## config.mk

```make
export PLATFORM = sky130hd
export DESIGN_NAME = tmi_top
export DESIGN_NICKNAME = d
export VERILOG_FILES = /design/src/logic/tmi_top.v
export VERILOG_INCLUDE_DIRS = /design/src /design/src/logic
export SDC_FILE = /design/constraint.sdc
export NUM_CORES = 1
export LEC_CHECK = 0
export ABC_AREA = 1
export BUFFER_PORTS_ARGS = -buffer_cell sky130_fd_sc_hd__buf_4
export CAP_MARGIN = 25
export CORE_UTILIZATION = 50
export DETAILED_ROUTE_END_ITERATION = 12
export PLACE_DENSITY_LB_ADDON = 0.1
export SKIP_CTS_REPAIR_TIMING = 1
export SLEW_MARGIN = 10
export SYNTH_ARGS = -nofsm -noshare
export SYNTH_HDL_FRONTEND = slang
export SYNTH_SLANG_ARGS = --single-unit
```

## constraint.sdc

```tcl
create_clock -name core_clk -period 4.05 [get_ports core_clk]
set_input_delay 0.2025 -clock core_clk [delete_from_list [all_inputs] [get_ports core_clk]]
set_output_delay 0.2025 -clock core_clk [all_outputs]
set_load 0.005 [all_outputs]
```

## src/logic/tmi_defines.vh

```
`ifndef TMI_DEFINES_VH
`define TMI_DEFINES_VH
// register offsets
`define TMI_OFS_MAINT       8'h6C
`define TMI_OFS_LOOP_CTRL   8'h74
`define TMI_OFS_LOOP_PAT    8'h75
`define TMI_OFS_REPORT_CTRL 8'h7F
`define TMI_OFS_BOM_CODE    8'h80
`define TMI_OFS_MODE        8'h81
`define TMI_OFS_STATUS      8'h82
// maintenance field positions
`define TMI_MT_ONES   0
`define TMI_MT_ZEROS  1
`define TMI_MT_SHIFT  2
// loop code control field positions
`define TMI_LC_LEN_LO 0
`define TMI_LC_EN     2
`define TMI_LC_UNFM   3
// report control field positions
`define TMI_RC_AUTO   0
`define TMI_RC_CR     1
`define TMI_RC_R      2
`define TMI_RC_U1     3
`define TMI_RC_U2     4
`define TMI_RC_LB     5
// mode field positions
`define TMI_MD_T1     0
`define TMI_MD_ESF    1
// reset values
`define TMI_RST_BOM   8'h3F
`define TMI_RST_ZERO  8'h00
// stream geometry
`define TMI_FRAME_LAST 8'd192
`define TMI_MF_LAST    5'd23
`define TMI_FRAMES_SEC 8000
// report layout
`define TMI_FLAG      8'h7E
`define TMI_SAPI      8'h38
`define TMI_TEI       8'h01
`define TMI_CTRL      8'h03
`define TMI_REP_BODY  7'd96
`define TMI_REP_LAST  7'd111
`define TMI_CRC_INIT  16'hFFFF
`define TMI_CRC_POLY  16'h8408
// bit message layout
`define TMI_BOM_ONES  4'd8
`define TMI_BOM_CODE0 4'd9
`define TMI_BOM_LAST  4'd15
`endif

```

## src/logic/tmi_top.v

```verilog
`include "tmi_defines.vh"
`default_nettype none
module tmi_top #(
    parameter FRAMES_PER_SEC = `TMI_FRAMES_SEC
) (
    // clock and reset
    input  wire       core_clk,
    input  wire       reset,
    // register port
    input  wire [7:0] reg_addr,
    input  wire [7:0] reg_wdata,
    input  wire       reg_wr,
    input  wire       reg_rd,
    output reg  [7:0] reg_rdata,
    // incoming transmit stream
    input  wire       tx_valid,
    input  wire       tx_bit,
    input  wire       tx_mf_start,
    // per-second events
    input  wire       evt_line_viol,
    input  wire       evt_crc,
    input  wire       evt_fbit,
    input  wire       evt_fbit_severe,
    input  wire       evt_slip,
    // outgoing line stream
    output reg        line_valid,
    output reg        line_bit
);

    // software registers
    reg  [7:0]  maint_ctrl;        // all ones, all zeros, shift toggle
    reg  [7:0]  loop_code_control; // length, enable, unframed
    reg  [7:0]  loop_code_pattern_reg;
    reg  [7:0]  perf_report_control;
    reg  [7:0]  bit_message_code_reg;
    reg  [7:0]  mode_ctrl;         // T1 and superframe selection
    // stream position
    reg  [7:0]  frame_pos;         // bit within frame, 0 = framing bit
    reg  [4:0]  frame_num;         // frame within multiframe
    reg  [13:0] sec_frames;        // frames in current second
    // event counters
    reg  [9:0]  crc_cnt;           // saturating CRC-6 count
    reg         lv_seen;
    reg         fe_seen;
    reg         se_seen;
    reg         sl_seen;
    // report engine
    reg  [95:0] report_data;       // octets 1..12, bit 1 in lsb
    reg  [6:0]  rep_idx;           // bit index 0..111
    reg         rep_busy;
    reg  [15:0] rep_crc;           // running frame check
    reg  [1:0]  seq_cnt;           // modulo-4 sequence
    // bit message and loop code
    reg  [3:0]  bom_ptr;
    reg  [2:0]  loop_ptr;
    // frame shift
    reg         shift_prev;
    reg         del_pend;
    reg         rep_pend;
    reg  [7:0]  lfsr;              // random choice source

    // decoded control
    wire        t1_esf    = mode_ctrl[`TMI_MD_T1] & mode_ctrl[`TMI_MD_ESF];
    wire        t1_mode   = mode_ctrl[`TMI_MD_T1];
    wire [5:0]  bit_message_code = bit_message_code_reg[5:0];
    wire        bom_on    = t1_esf & (bit_message_code != 6'h3F);
    wire        loop_on   = t1_mode & loop_code_control[`TMI_LC_EN];
    wire        loop_unfm = loop_code_control[`TMI_LC_UNFM];
    wire [1:0]  loop_code_length = loop_code_control[1:0];
    wire [3:0]  loop_last = {2'b00, loop_code_length} + 4'd5; // 5..8 bits
    wire        shift_tog = maint_ctrl[`TMI_MT_SHIFT];

    // position of the bit now offered
    wire [7:0]  cur_pos   = tx_mf_start ? 8'd0 : frame_pos;
    wire [4:0]  cur_num   = tx_mf_start ? 5'd0 : frame_num;
    wire        frame_end = tx_valid & (cur_pos == `TMI_FRAME_LAST);
    wire        sec_tick  = frame_end & (sec_frames == FRAMES_PER_SEC[13:0] - 14'd1);
    // data-link bit: framing bit of every other frame
    wire        dl_slot   = t1_esf & tx_valid & (cur_pos == 8'd0) & ~cur_num[0];

    // report bit and its frame check
    wire        rep_in_body = rep_idx < `TMI_REP_BODY;
    wire [6:0]  fcs_idx     = rep_idx - `TMI_REP_BODY;
    wire        rep_bit     = rep_in_body ? report_data[rep_idx]
                                          : ~rep_crc[fcs_idx[3:0]];
    wire        crc_fb      = rep_crc[0] ^ rep_bit;

    // bit message sequence
    wire [3:0]  bom_cidx = bom_ptr - `TMI_BOM_CODE0;
    reg         bom_bit;
    // loop code bit, sent msb of the active length first
    wire [3:0]  loop_sel = loop_last - 4'd1 - {1'b0, loop_ptr};
    wire        loop_bit = loop_code_pattern_reg[loop_sel[2:0]];
    wire        loop_hit = loop_on & (loop_unfm | (cur_pos != 8'd0));

    // count including an event that lands in the tick cycle
    wire [9:0]  crc_now = crc_cnt + {9'h000, evt_crc & (crc_cnt != 10'h3FF)};
    // CRC-6 bins
    wire        g1 = (crc_now == 10'd1);
    wire        g2 = (crc_now >= 10'd2)   & (crc_now <= 10'd5);
    wire        g3 = (crc_now >= 10'd6)   & (crc_now <= 10'd10);
    wire        g4 = (crc_now >= 10'd11)  & (crc_now <= 10'd100);
    wire        g5 = (crc_now >= 10'd101) & (crc_now <= 10'd319);
    wire        g6 = (crc_now > 10'd320);
    // event octet pair
    wire [1:0]  next_seq = seq_cnt + 2'd1;
    wire [7:0]  odd_oct  = {g3, lv_seen | evt_line_viol, g4,
                            perf_report_control[`TMI_RC_U1],
                            perf_report_control[`TMI_RC_U2],
                            g5, sl_seen | evt_slip, g6};
    wire [7:0]  even_oct = {fe_seen | evt_fbit, se_seen | evt_fbit_severe,
                            perf_report_control[`TMI_RC_LB], g1,
                            perf_report_control[`TMI_RC_R], g2,
                            next_seq};
    wire [7:0]  sapi_oct = `TMI_SAPI |
                           {6'h00, perf_report_control[`TMI_RC_CR], 1'b0};
    wire [15:0] pair     = {even_oct, odd_oct};

    // bit message pattern lookup
    always @* begin
        if (bom_ptr < `TMI_BOM_ONES) begin
            bom_bit = 1'b1;
        end else if ((bom_ptr >= `TMI_BOM_CODE0) && (bom_ptr < `TMI_BOM_LAST)) begin
            bom_bit = bit_message_code[bom_cidx[2:0]];
        end else begin
            bom_bit = 1'b0;
        end
    end

    // processed bit, overrides in order
    reg next_bit;
    always @* begin
        next_bit = tx_bit;
        if (dl_slot && rep_busy) begin
            next_bit = rep_bit;
        end else if (dl_slot && bom_on) begin
            next_bit = bom_bit;
        end
        if (loop_hit) begin
            next_bit = loop_bit;
        end
        // final override, zeros first
        if (maint_ctrl[`TMI_MT_ZEROS]) begin
            next_bit = 1'b0;
        end else if (maint_ctrl[`TMI_MT_ONES]) begin
            next_bit = 1'b1;
        end
    end

    // register writes
    always @(posedge core_clk) begin
        if (reset) begin
            maint_ctrl            <= `TMI_RST_ZERO;
            loop_code_control     <= `TMI_RST_ZERO;
            loop_code_pattern_reg <= `TMI_RST_ZERO;
            perf_report_control   <= `TMI_RST_ZERO;
            bit_message_code_reg  <= `TMI_RST_BOM;
            mode_ctrl             <= `TMI_RST_ZERO;
        end else if (reg_wr) begin
            case (reg_addr)
                `TMI_OFS_MAINT:       maint_ctrl            <= reg_wdata;
                `TMI_OFS_LOOP_CTRL:   loop_code_control     <= reg_wdata;
                `TMI_OFS_LOOP_PAT:    loop_code_pattern_reg <= reg_wdata;
                `TMI_OFS_REPORT_CTRL: perf_report_control   <= reg_wdata;
                `TMI_OFS_BOM_CODE:    bit_message_code_reg  <= reg_wdata;
                `TMI_OFS_MODE:        mode_ctrl             <= reg_wdata;
                default: begin
                    // unmapped write ignored
                end
            endcase
        end
    end

    // register reads, data one cycle later
    always @(posedge core_clk) begin
        if (reset) begin
            reg_rdata <= 8'h00;
        end else if (reg_rd) begin
            case (reg_addr)
                `TMI_OFS_MAINT:       reg_rdata <= maint_ctrl;
                `TMI_OFS_LOOP_CTRL:   reg_rdata <= loop_code_control;
                `TMI_OFS_LOOP_PAT:    reg_rdata <= loop_code_pattern_reg;
                `TMI_OFS_REPORT_CTRL: reg_rdata <= perf_report_control;
                `TMI_OFS_BOM_CODE:    reg_rdata <= bit_message_code_reg;
                `TMI_OFS_MODE:        reg_rdata <= mode_ctrl;
                `TMI_OFS_STATUS:      reg_rdata <= {5'h00, rep_busy, seq_cnt};
                default:              reg_rdata <= 8'h00;
            endcase
        end else begin
            reg_rdata <= 8'h00;
        end
    end

    // stream position and second counter
    always @(posedge core_clk) begin
        if (reset) begin
            frame_pos  <= 8'd0;
            frame_num  <= 5'd0;
            sec_frames <= 14'd0;
        end else if (tx_valid) begin
            if (cur_pos == `TMI_FRAME_LAST) begin
                frame_pos <= 8'd0;
                frame_num <= (cur_num == `TMI_MF_LAST) ? 5'd0 : cur_num + 5'd1;
            end else begin
                frame_pos <= cur_pos + 8'd1;
                frame_num <= cur_num;
            end
            // one second of frames
            if (sec_tick) begin
                sec_frames <= 14'd0;
            end else if (frame_end) begin
                sec_frames <= sec_frames + 14'd1;
            end
        end
    end

    // event counting, restarted at each second
    always @(posedge core_clk) begin
        if (reset) begin
            crc_cnt <= 10'd0;
            lv_seen <= 1'b0;
            fe_seen <= 1'b0;
            se_seen <= 1'b0;
            sl_seen <= 1'b0;
        end else if (sec_tick) begin
            // events were folded into any report built this tick, start clean
            crc_cnt <= 10'd0;
            lv_seen <= 1'b0;
            fe_seen <= 1'b0;
            se_seen <= 1'b0;
            sl_seen <= 1'b0;
        end else begin
            if (evt_crc && (crc_cnt != 10'h3FF)) begin
                crc_cnt <= crc_cnt + 10'd1;
            end
            lv_seen <= lv_seen | evt_line_viol;
            fe_seen <= fe_seen | evt_fbit;
            se_seen <= se_seen | evt_fbit_severe;
            sl_seen <= sl_seen | evt_slip;
        end
    end

    // report build and serial send
    always @(posedge core_clk) begin
        if (reset) begin
            report_data <= 96'h0;
            rep_idx     <= 7'd0;
            rep_busy    <= 1'b0;
            rep_crc     <= `TMI_CRC_INIT;
            seq_cnt     <= 2'd0;
        end else if (sec_tick && perf_report_control[`TMI_RC_AUTO] && t1_esf) begin
            // octets 1..12 laid out octet 1 lowest
            report_data <= {pair, pair, pair, pair, `TMI_CTRL, `TMI_TEI,
                            sapi_oct, `TMI_FLAG};
            rep_idx     <= 7'd0;
            rep_busy    <= 1'b1;
            rep_crc     <= `TMI_CRC_INIT;
            seq_cnt     <= next_seq;
        end else if (dl_slot && rep_busy) begin
            // frame check over octets 2..12
            if (rep_in_body && (rep_idx >= 7'd8)) begin
                rep_crc <= (rep_crc >> 1) ^ (crc_fb ? `TMI_CRC_POLY : 16'h0000);
            end
            if (rep_idx == `TMI_REP_LAST) begin
                rep_busy <= 1'b0;
            end
            rep_idx <= rep_idx + 7'd1;
        end else if (!t1_esf) begin
            rep_busy <= 1'b0;
        end
    end

    // bit message pointer, repeats while enabled
    always @(posedge core_clk) begin
        if (reset) begin
            bom_ptr <= 4'd0;
        end else if (!bom_on) begin
            bom_ptr <= 4'd0;
        end else if (dl_slot && !rep_busy) begin
            bom_ptr <= bom_ptr + 4'd1;
        end
    end

    // loop code pointer over the overwritten bits
    always @(posedge core_clk) begin
        if (reset) begin
            loop_ptr <= 3'd0;
        end else if (!loop_on) begin
            loop_ptr <= 3'd0;
        end else if (tx_valid && loop_hit) begin
            if ({1'b0, loop_ptr} >= loop_last - 4'd1) begin
                loop_ptr <= 3'd0;
            end else begin
                loop_ptr <= loop_ptr + 3'd1;
            end
        end
    end

    // random source for the shift choice
    always @(posedge core_clk) begin
        if (reset) begin
            lfsr <= 8'h01;
        end else begin
            lfsr <= {lfsr[6:0], lfsr[7] ^ lfsr[5] ^ lfsr[4] ^ lfsr[3]};
        end
    end

    // shift toggle edges arm a delete or a repeat
    always @(posedge core_clk) begin
        if (reset) begin
            shift_prev <= 1'b0;
            del_pend   <= 1'b0;
            rep_pend   <= 1'b0;
        end else begin
            shift_prev <= shift_tog;
            if (shift_tog != shift_prev) begin
                // either edge counts
                if (lfsr[0]) begin
                    del_pend <= 1'b1;
                end else begin
                    rep_pend <= 1'b1;
                end
            end else begin
                if (tx_valid) begin
                    del_pend <= 1'b0;
                end
                if (!tx_valid) begin
                    rep_pend <= 1'b0;
                end
            end
        end
    end

    // output stage
    always @(posedge core_clk) begin
        if (reset) begin
            line_valid <= 1'b0;
            line_bit   <= 1'b0;
        end else if (tx_valid) begin
            // a pending delete swallows this bit
            line_valid <= ~del_pend;
            // a deleted bit leaves the held line bit alone
            if (!del_pend) begin
                line_bit <= next_bit;
            end
        end else begin
            // a pending repeat resends the last bit in a gap
            line_valid <= rep_pend;
        end
    end

endmodule
`default_nettype wire

```

== After elaboration in Yosys (flattened, before gate mapping) ==
Index checks and enable logic that the tools add are counted.
Widths: inputs -> output; s select.
Word-level totals
  memories kept: 0
  flip-flop bits (word level): 220
  logic and storage cells: 179
  RAM bits: 0
  output and inout port bits: 10
  ROM bits: 0
  bits in latches: 0
Cells by class
  multiplexer cells: 37
  equality and inequality tests: 20
  reduce and logical (&&, ||, !) cells: 31
  magnitude comparators: 19
  div/mod/pow operators: 0
  multiply operators: 0
  shifts and indexed selects: 0
  $add $sub $neg: 14
  bitwise logic cells: 30
Operators by type and width (number)
  $pmux 8 s7: 1
  $eq 8x7->1 const B: 4
  $eq 8x8->1 const B: 4
  $mux 14: 2
  $reduce_and 2->1: 12
  $mux 1: 23
  $mux 16: 1
  $mux 8: 2
  $xor 15x16->16: 1
  $mux 5: 3
  $add 14x1->14 const B: 1
  $and 1x1->1: 14
  $eq 14x13->1 const B: 1
  $add 10x1->10: 1
  $add 10x1->10 const B: 1
  $eq 10x1->1 const B: 1
  $ge 10x2->1 const B: 1
  $ge 10x3->1 const B: 1
  $ge 10x4->1 const B: 1
  $ge 10x7->1 const B: 1
  $gt 10x9->1 const B: 1
  $le 10x3->1 const B: 1
  $le 10x4->1 const B: 1
  $le 10x7->1 const B: 1
  other kinds (41): 71

== Depth between registers and ports, before layout ==
  word-level depth: 10
  mapped depth: 18
  mapped depth without buffers: 18

== Worst setup path after synthesis ==
No wires, ideal clock.
  path kind: register to register
  start: register crc_cnt[6]
  end: register report_data[90]
  cell stages (with the launch flop): 13
  period minus slack after synthesis: 2.488 ns
  required time: 3.981 ns
  arrival: 2.419 ns
  setup slack: 1.562 ns
  path through: dfxtp_1 > nand2_1 > nor3_1 > nand3_1 > nand2_1 > inv_1 > ha_1 > ha_1 > or2_2 > nand2_1 > o2111ai_1 > or3_1 > o21ai_1
Between the ends
  longest elaborated chain between the ends: 5
  elaborated cells on any way between the ends: 6
  classes of those cells: add/sub (1); order compare (2); eq/ne (1); bitwise (2)
Ends and longest elaborated chain
  start: declaration: RTL line tmi_top.v:42  | reg [9:0] crc_cnt;
  start signal: assignment: RTL line tmi_top.v:234  | crc_cnt <= crc_cnt + 10'd1;
  $ne 10x10->1: RTL line tmi_top.v:97  | wire [9:0] crc_now = crc_cnt + {9'h000, evt_crc & (crc_cnt != 10'h3FF)};
  $and 1x1->1: RTL line tmi_top.v:97
  $add 10x1->10 (*): RTL line tmi_top.v:97
  $ge 10x2->1 / $le 10x3->1 (equally long branches): RTL line tmi_top.v:100  | wire g2 = (crc_now >= 10'd2) & (crc_now <= 10'd5);
  $and 1x1->1 (*): RTL line tmi_top.v:100
  end signal: assignment: RTL line tmi_top.v:253  | report_data <= {pair, pair, pair, pair, `TMI_CTRL, `TMI_TEI,
  end: declaration: RTL line tmi_top.v:48  | reg [95:0] report_data;
Mark *: on every way between the ends. The rest lies on a longest branch, timed or not.
A chain may end at the register's enable or synchronous reset.

== Worst setup path in the final report ==
Ends and elaborated chain as after synthesis.

==> results.py <==
metrics = {
    "route": {
        "route.top_layer_used": "met4",
        "drt_first_iter_violations": 477,
        "wl_met2_um": 7580,
        "wl_met1_um": 8870,
        "wl_per_cell_um": 13.6,
        "routed_wl_um": 17500,
        "vias": 6835,
        "drc_errors": 0,
        "wl_met3_um": 886,
        "drtAntennaViolNets": 0,
        "first_pass_iters": 7,
        "viasPerCell": 5.29,
    },
    "sta": {
        "relSlewSlack": 0.430,
        "fmax_mhz": 358,
        "grt_setup_unrepaired": "no",
        "slew_viol_final": 0,
        "skew_ns": 0.00664,
        "worst_pin_slew_ns": 0.854,
        "hold_violations": 0,
        "timing.final.ws_setup_ns": 1.26,
        "tns_ns": 0,
        "final-setup-viol-count": 0,
        "finalCritPeriodShare": 0.689,
        "fin_crit_ns": 2.79,
    },
    "floorplanning": {
        "die_w_um": 126,
        "core_sq_um": 14800,
        "initial_utilization": 0.521,
        "die_area_sq_um": 15900,
        "fp-row-count": 44,
        "die_y_um": 126,
        "ioPinCount": 38,
    },
    "power_and_ir_drop": {
        "comb_power_share": 0.037,
        "clockPowerShare": 0.525,
        "p_seq_frac": 0.438,
        "vdd_ir_drop_max_mv": 0.317,
        "powerDensity_nw_per_um2": 401,
        "p_int_mw": 2.80,
        "switching_power_mw": 0.716,
        "power_mw": 3.52,
        "switching_share": 0.204,
        "leakage_nw": 3.60,
    },
    "global_route": {
        "grt_start_max_net_pins": 49,
        "antenna_found_initial": 0,
        "grt_overflow": 0,
        "grt_pass1_vias": 6055,
        "grt_first_pass_wirelength_um": 29300,
        "gr-usage-all-layers": 0.228,
    },
    "clocking": {
        "clk_path_buf_depth": 2,
        "clkLatencyLatePin_ns": 0.43,
        "cts.sinks": 155,
        "cts_root_buf": "clkbuf_16",
        "h-tree-depth": 4,
        "cts_tree": "done",
        "clkTransAtPathRegs_ns": 0.06,
        "cts_buffers": 17,
    },
    "worst_setup_path": {
        "cp-end-kind": "flip-flop",
        "crit_path_frequent_cell": "nand2_1",
        "worstPathMaxFanout": 6,
        "startpoint_type": "flip-flop",
        "setup.worst_path.class": "reg2reg",
        "crit_slowest_cell": "or3_1",
        "max_stage_delay_ns": 0.39,
        "worstPathCellList": "nand2_1 > nor3_1 > nand3_1 > nand2_1 > inv_1 > ha_1 > ha_1 > or2_2 > nand2_1 > o2111ai_1 > or3_1 > o21ai_1",
        "required_ns": 4.39,
        "arrival_ns": 3.13,
    },
    "logic_synthesis": {
        "synth_top_area_share": 0.403,
        "synth_flop_cell": "dfxtp_1",
        "postSynthAreaPerCell_sq_um": 7.20,
        "synth.area.top_cells": "dfxtp_1, nand2_1, inv_1, a21oi_1, nor2_1",
        "ys_warn_count": 0,
        "synth_seq_area_share": 0.403,
        "synth_async_sr_flop_share": 0,
        "synth_top_cell_by_area": "dfxtp_1",
        "synth_most_common_cell": "nand2_1",
        "syn-cell-area_sq_um": 7690,
        "netlist_instances": 1068,
        "netlist_top_cells_count": "nand2_1, inv_1, dfxtp_1",
        "synth_seq_cells": 155,
        "syn-num-nets": 1113,
        "synth_edf_count": 0,
        "synth_cell_type_count": 51,
    },
    "cells_and_area": {
        "areaGrowthSynthToFinish_pct": 14.1,
        "regMostFlops": "report_data",
        "nets": 1141,
        "drive_gt1_frac": 0.109,
        "reg.largest.list": "report_data: 17 flops, rep_crc: 16 flops, sec_frames: 14 flops",
        "antennaDiodeCount": 0,
        "largest_reg_flops": 17,
    },
    "hold_path": {
        "hold_class": "in2reg",
    },
    "job": {
        "drv_cap": 0,
    },
    "placement": {
        "place_congestion": 0.840,
        "pre_cts_slack_ns": 1.27,
        "dp_hpwl_um": 12300,
        "portBuffers": 37,
    },
    "status": {
        "run_status": "finished, final reports clean",
    },
}
## metal layers
layer  GRT usage  vias up
met5           0        -
met4      0.0652        0
met3      0.0518       22
met2       0.341      180
met1       0.329     3056
li1            -     3577
## cell usage in the layout (no fill, tap or decap), drive strengths merged, types with 20 or more instances in the layout
cell type and count:
nor2 117, nand2 200, o22ai 26, nand3 68, clkbuf 22, buf 43, nand4 20, nor3 21
dfxtp 155, inv 162, o21ai 70, o211ai 21, a21oi 97
## final timing paths
path                                  from         endpoint  slack (ns)  cells after the start
worst min-delay path              evt_fbit          fe_seen        0.03                      3
worst max-delay path            crc_cnt[6]  report_data[90]        1.26                     12
worst min register to register     lfsr[1]          lfsr[2]        0.40                      2
worst max register to register  crc_cnt[6]  report_data[90]        1.26                     12
## kinds of logic after synthesis
| logic type | Yosys count | synth area share |
|---|---|---|
| AO/OA/AOI/OAI | 232 | 0.183 |
| XOR/XNOR | 21 | 0.0239 |
| flip-flops | 155 | 0.403 |
| buffers and inverters | 196 | 0.101 |
| adder cells (fa/ha/maj) | 17 | 0.0286 |
| AND/OR/NAND/NOR | 447 | 0.260 |
## critical path, delay by kind of cell, from the launching register on
kind	cells	cell delay [ns]
AND/OR/NAND/NOR	7	1.54
adder cells (fa/ha/maj)	2	0.44
flip-flops	1	0.38
AO/OA/AOI/OAI	2	0.27
buffers and inverters	1	0.08
## power groups by stage
stage               clock [mW]  combinational (mW)  sequential (mW)
detailed placement           0               0.130             1.57
CTS                       1.88               0.130             1.54
global placement             0               0.129             1.57
floorplan                    0              0.0803             1.57
global route              1.94               0.146             1.54
finish                    1.85               0.130             1.54
## cell type report
cell class	instances	area [sq um]
Clock buffer	22	484
Clock inverter	10	210
Fill cell	1406	5980
Inverter	162	611
Multi-Input combinational cell	717	3820
Sequential cell	155	3100
Tap cell	184	230
Timing Repair Buffer	43	323
## stage by stage
stage | hold slack (ns) | utilization | cell area (sq um) | cells
2_1_floorplan | 0.329 | - | 7690 | 1068
3_3_place_gp | 0.388 | 0.548 | 8080 | 1261
3_5_place_dp | 0.392 | 0.548 | 8080 | 1261
4_1_cts | 0.0195 | 0.595 | 8780 | 1293
5_1_grt | 0.0361 | 0.595 | 8780 | 1293
6_report | 0.0281 | 0.595 | 8780 | 1293
Power figures use the tool's default switching activity.
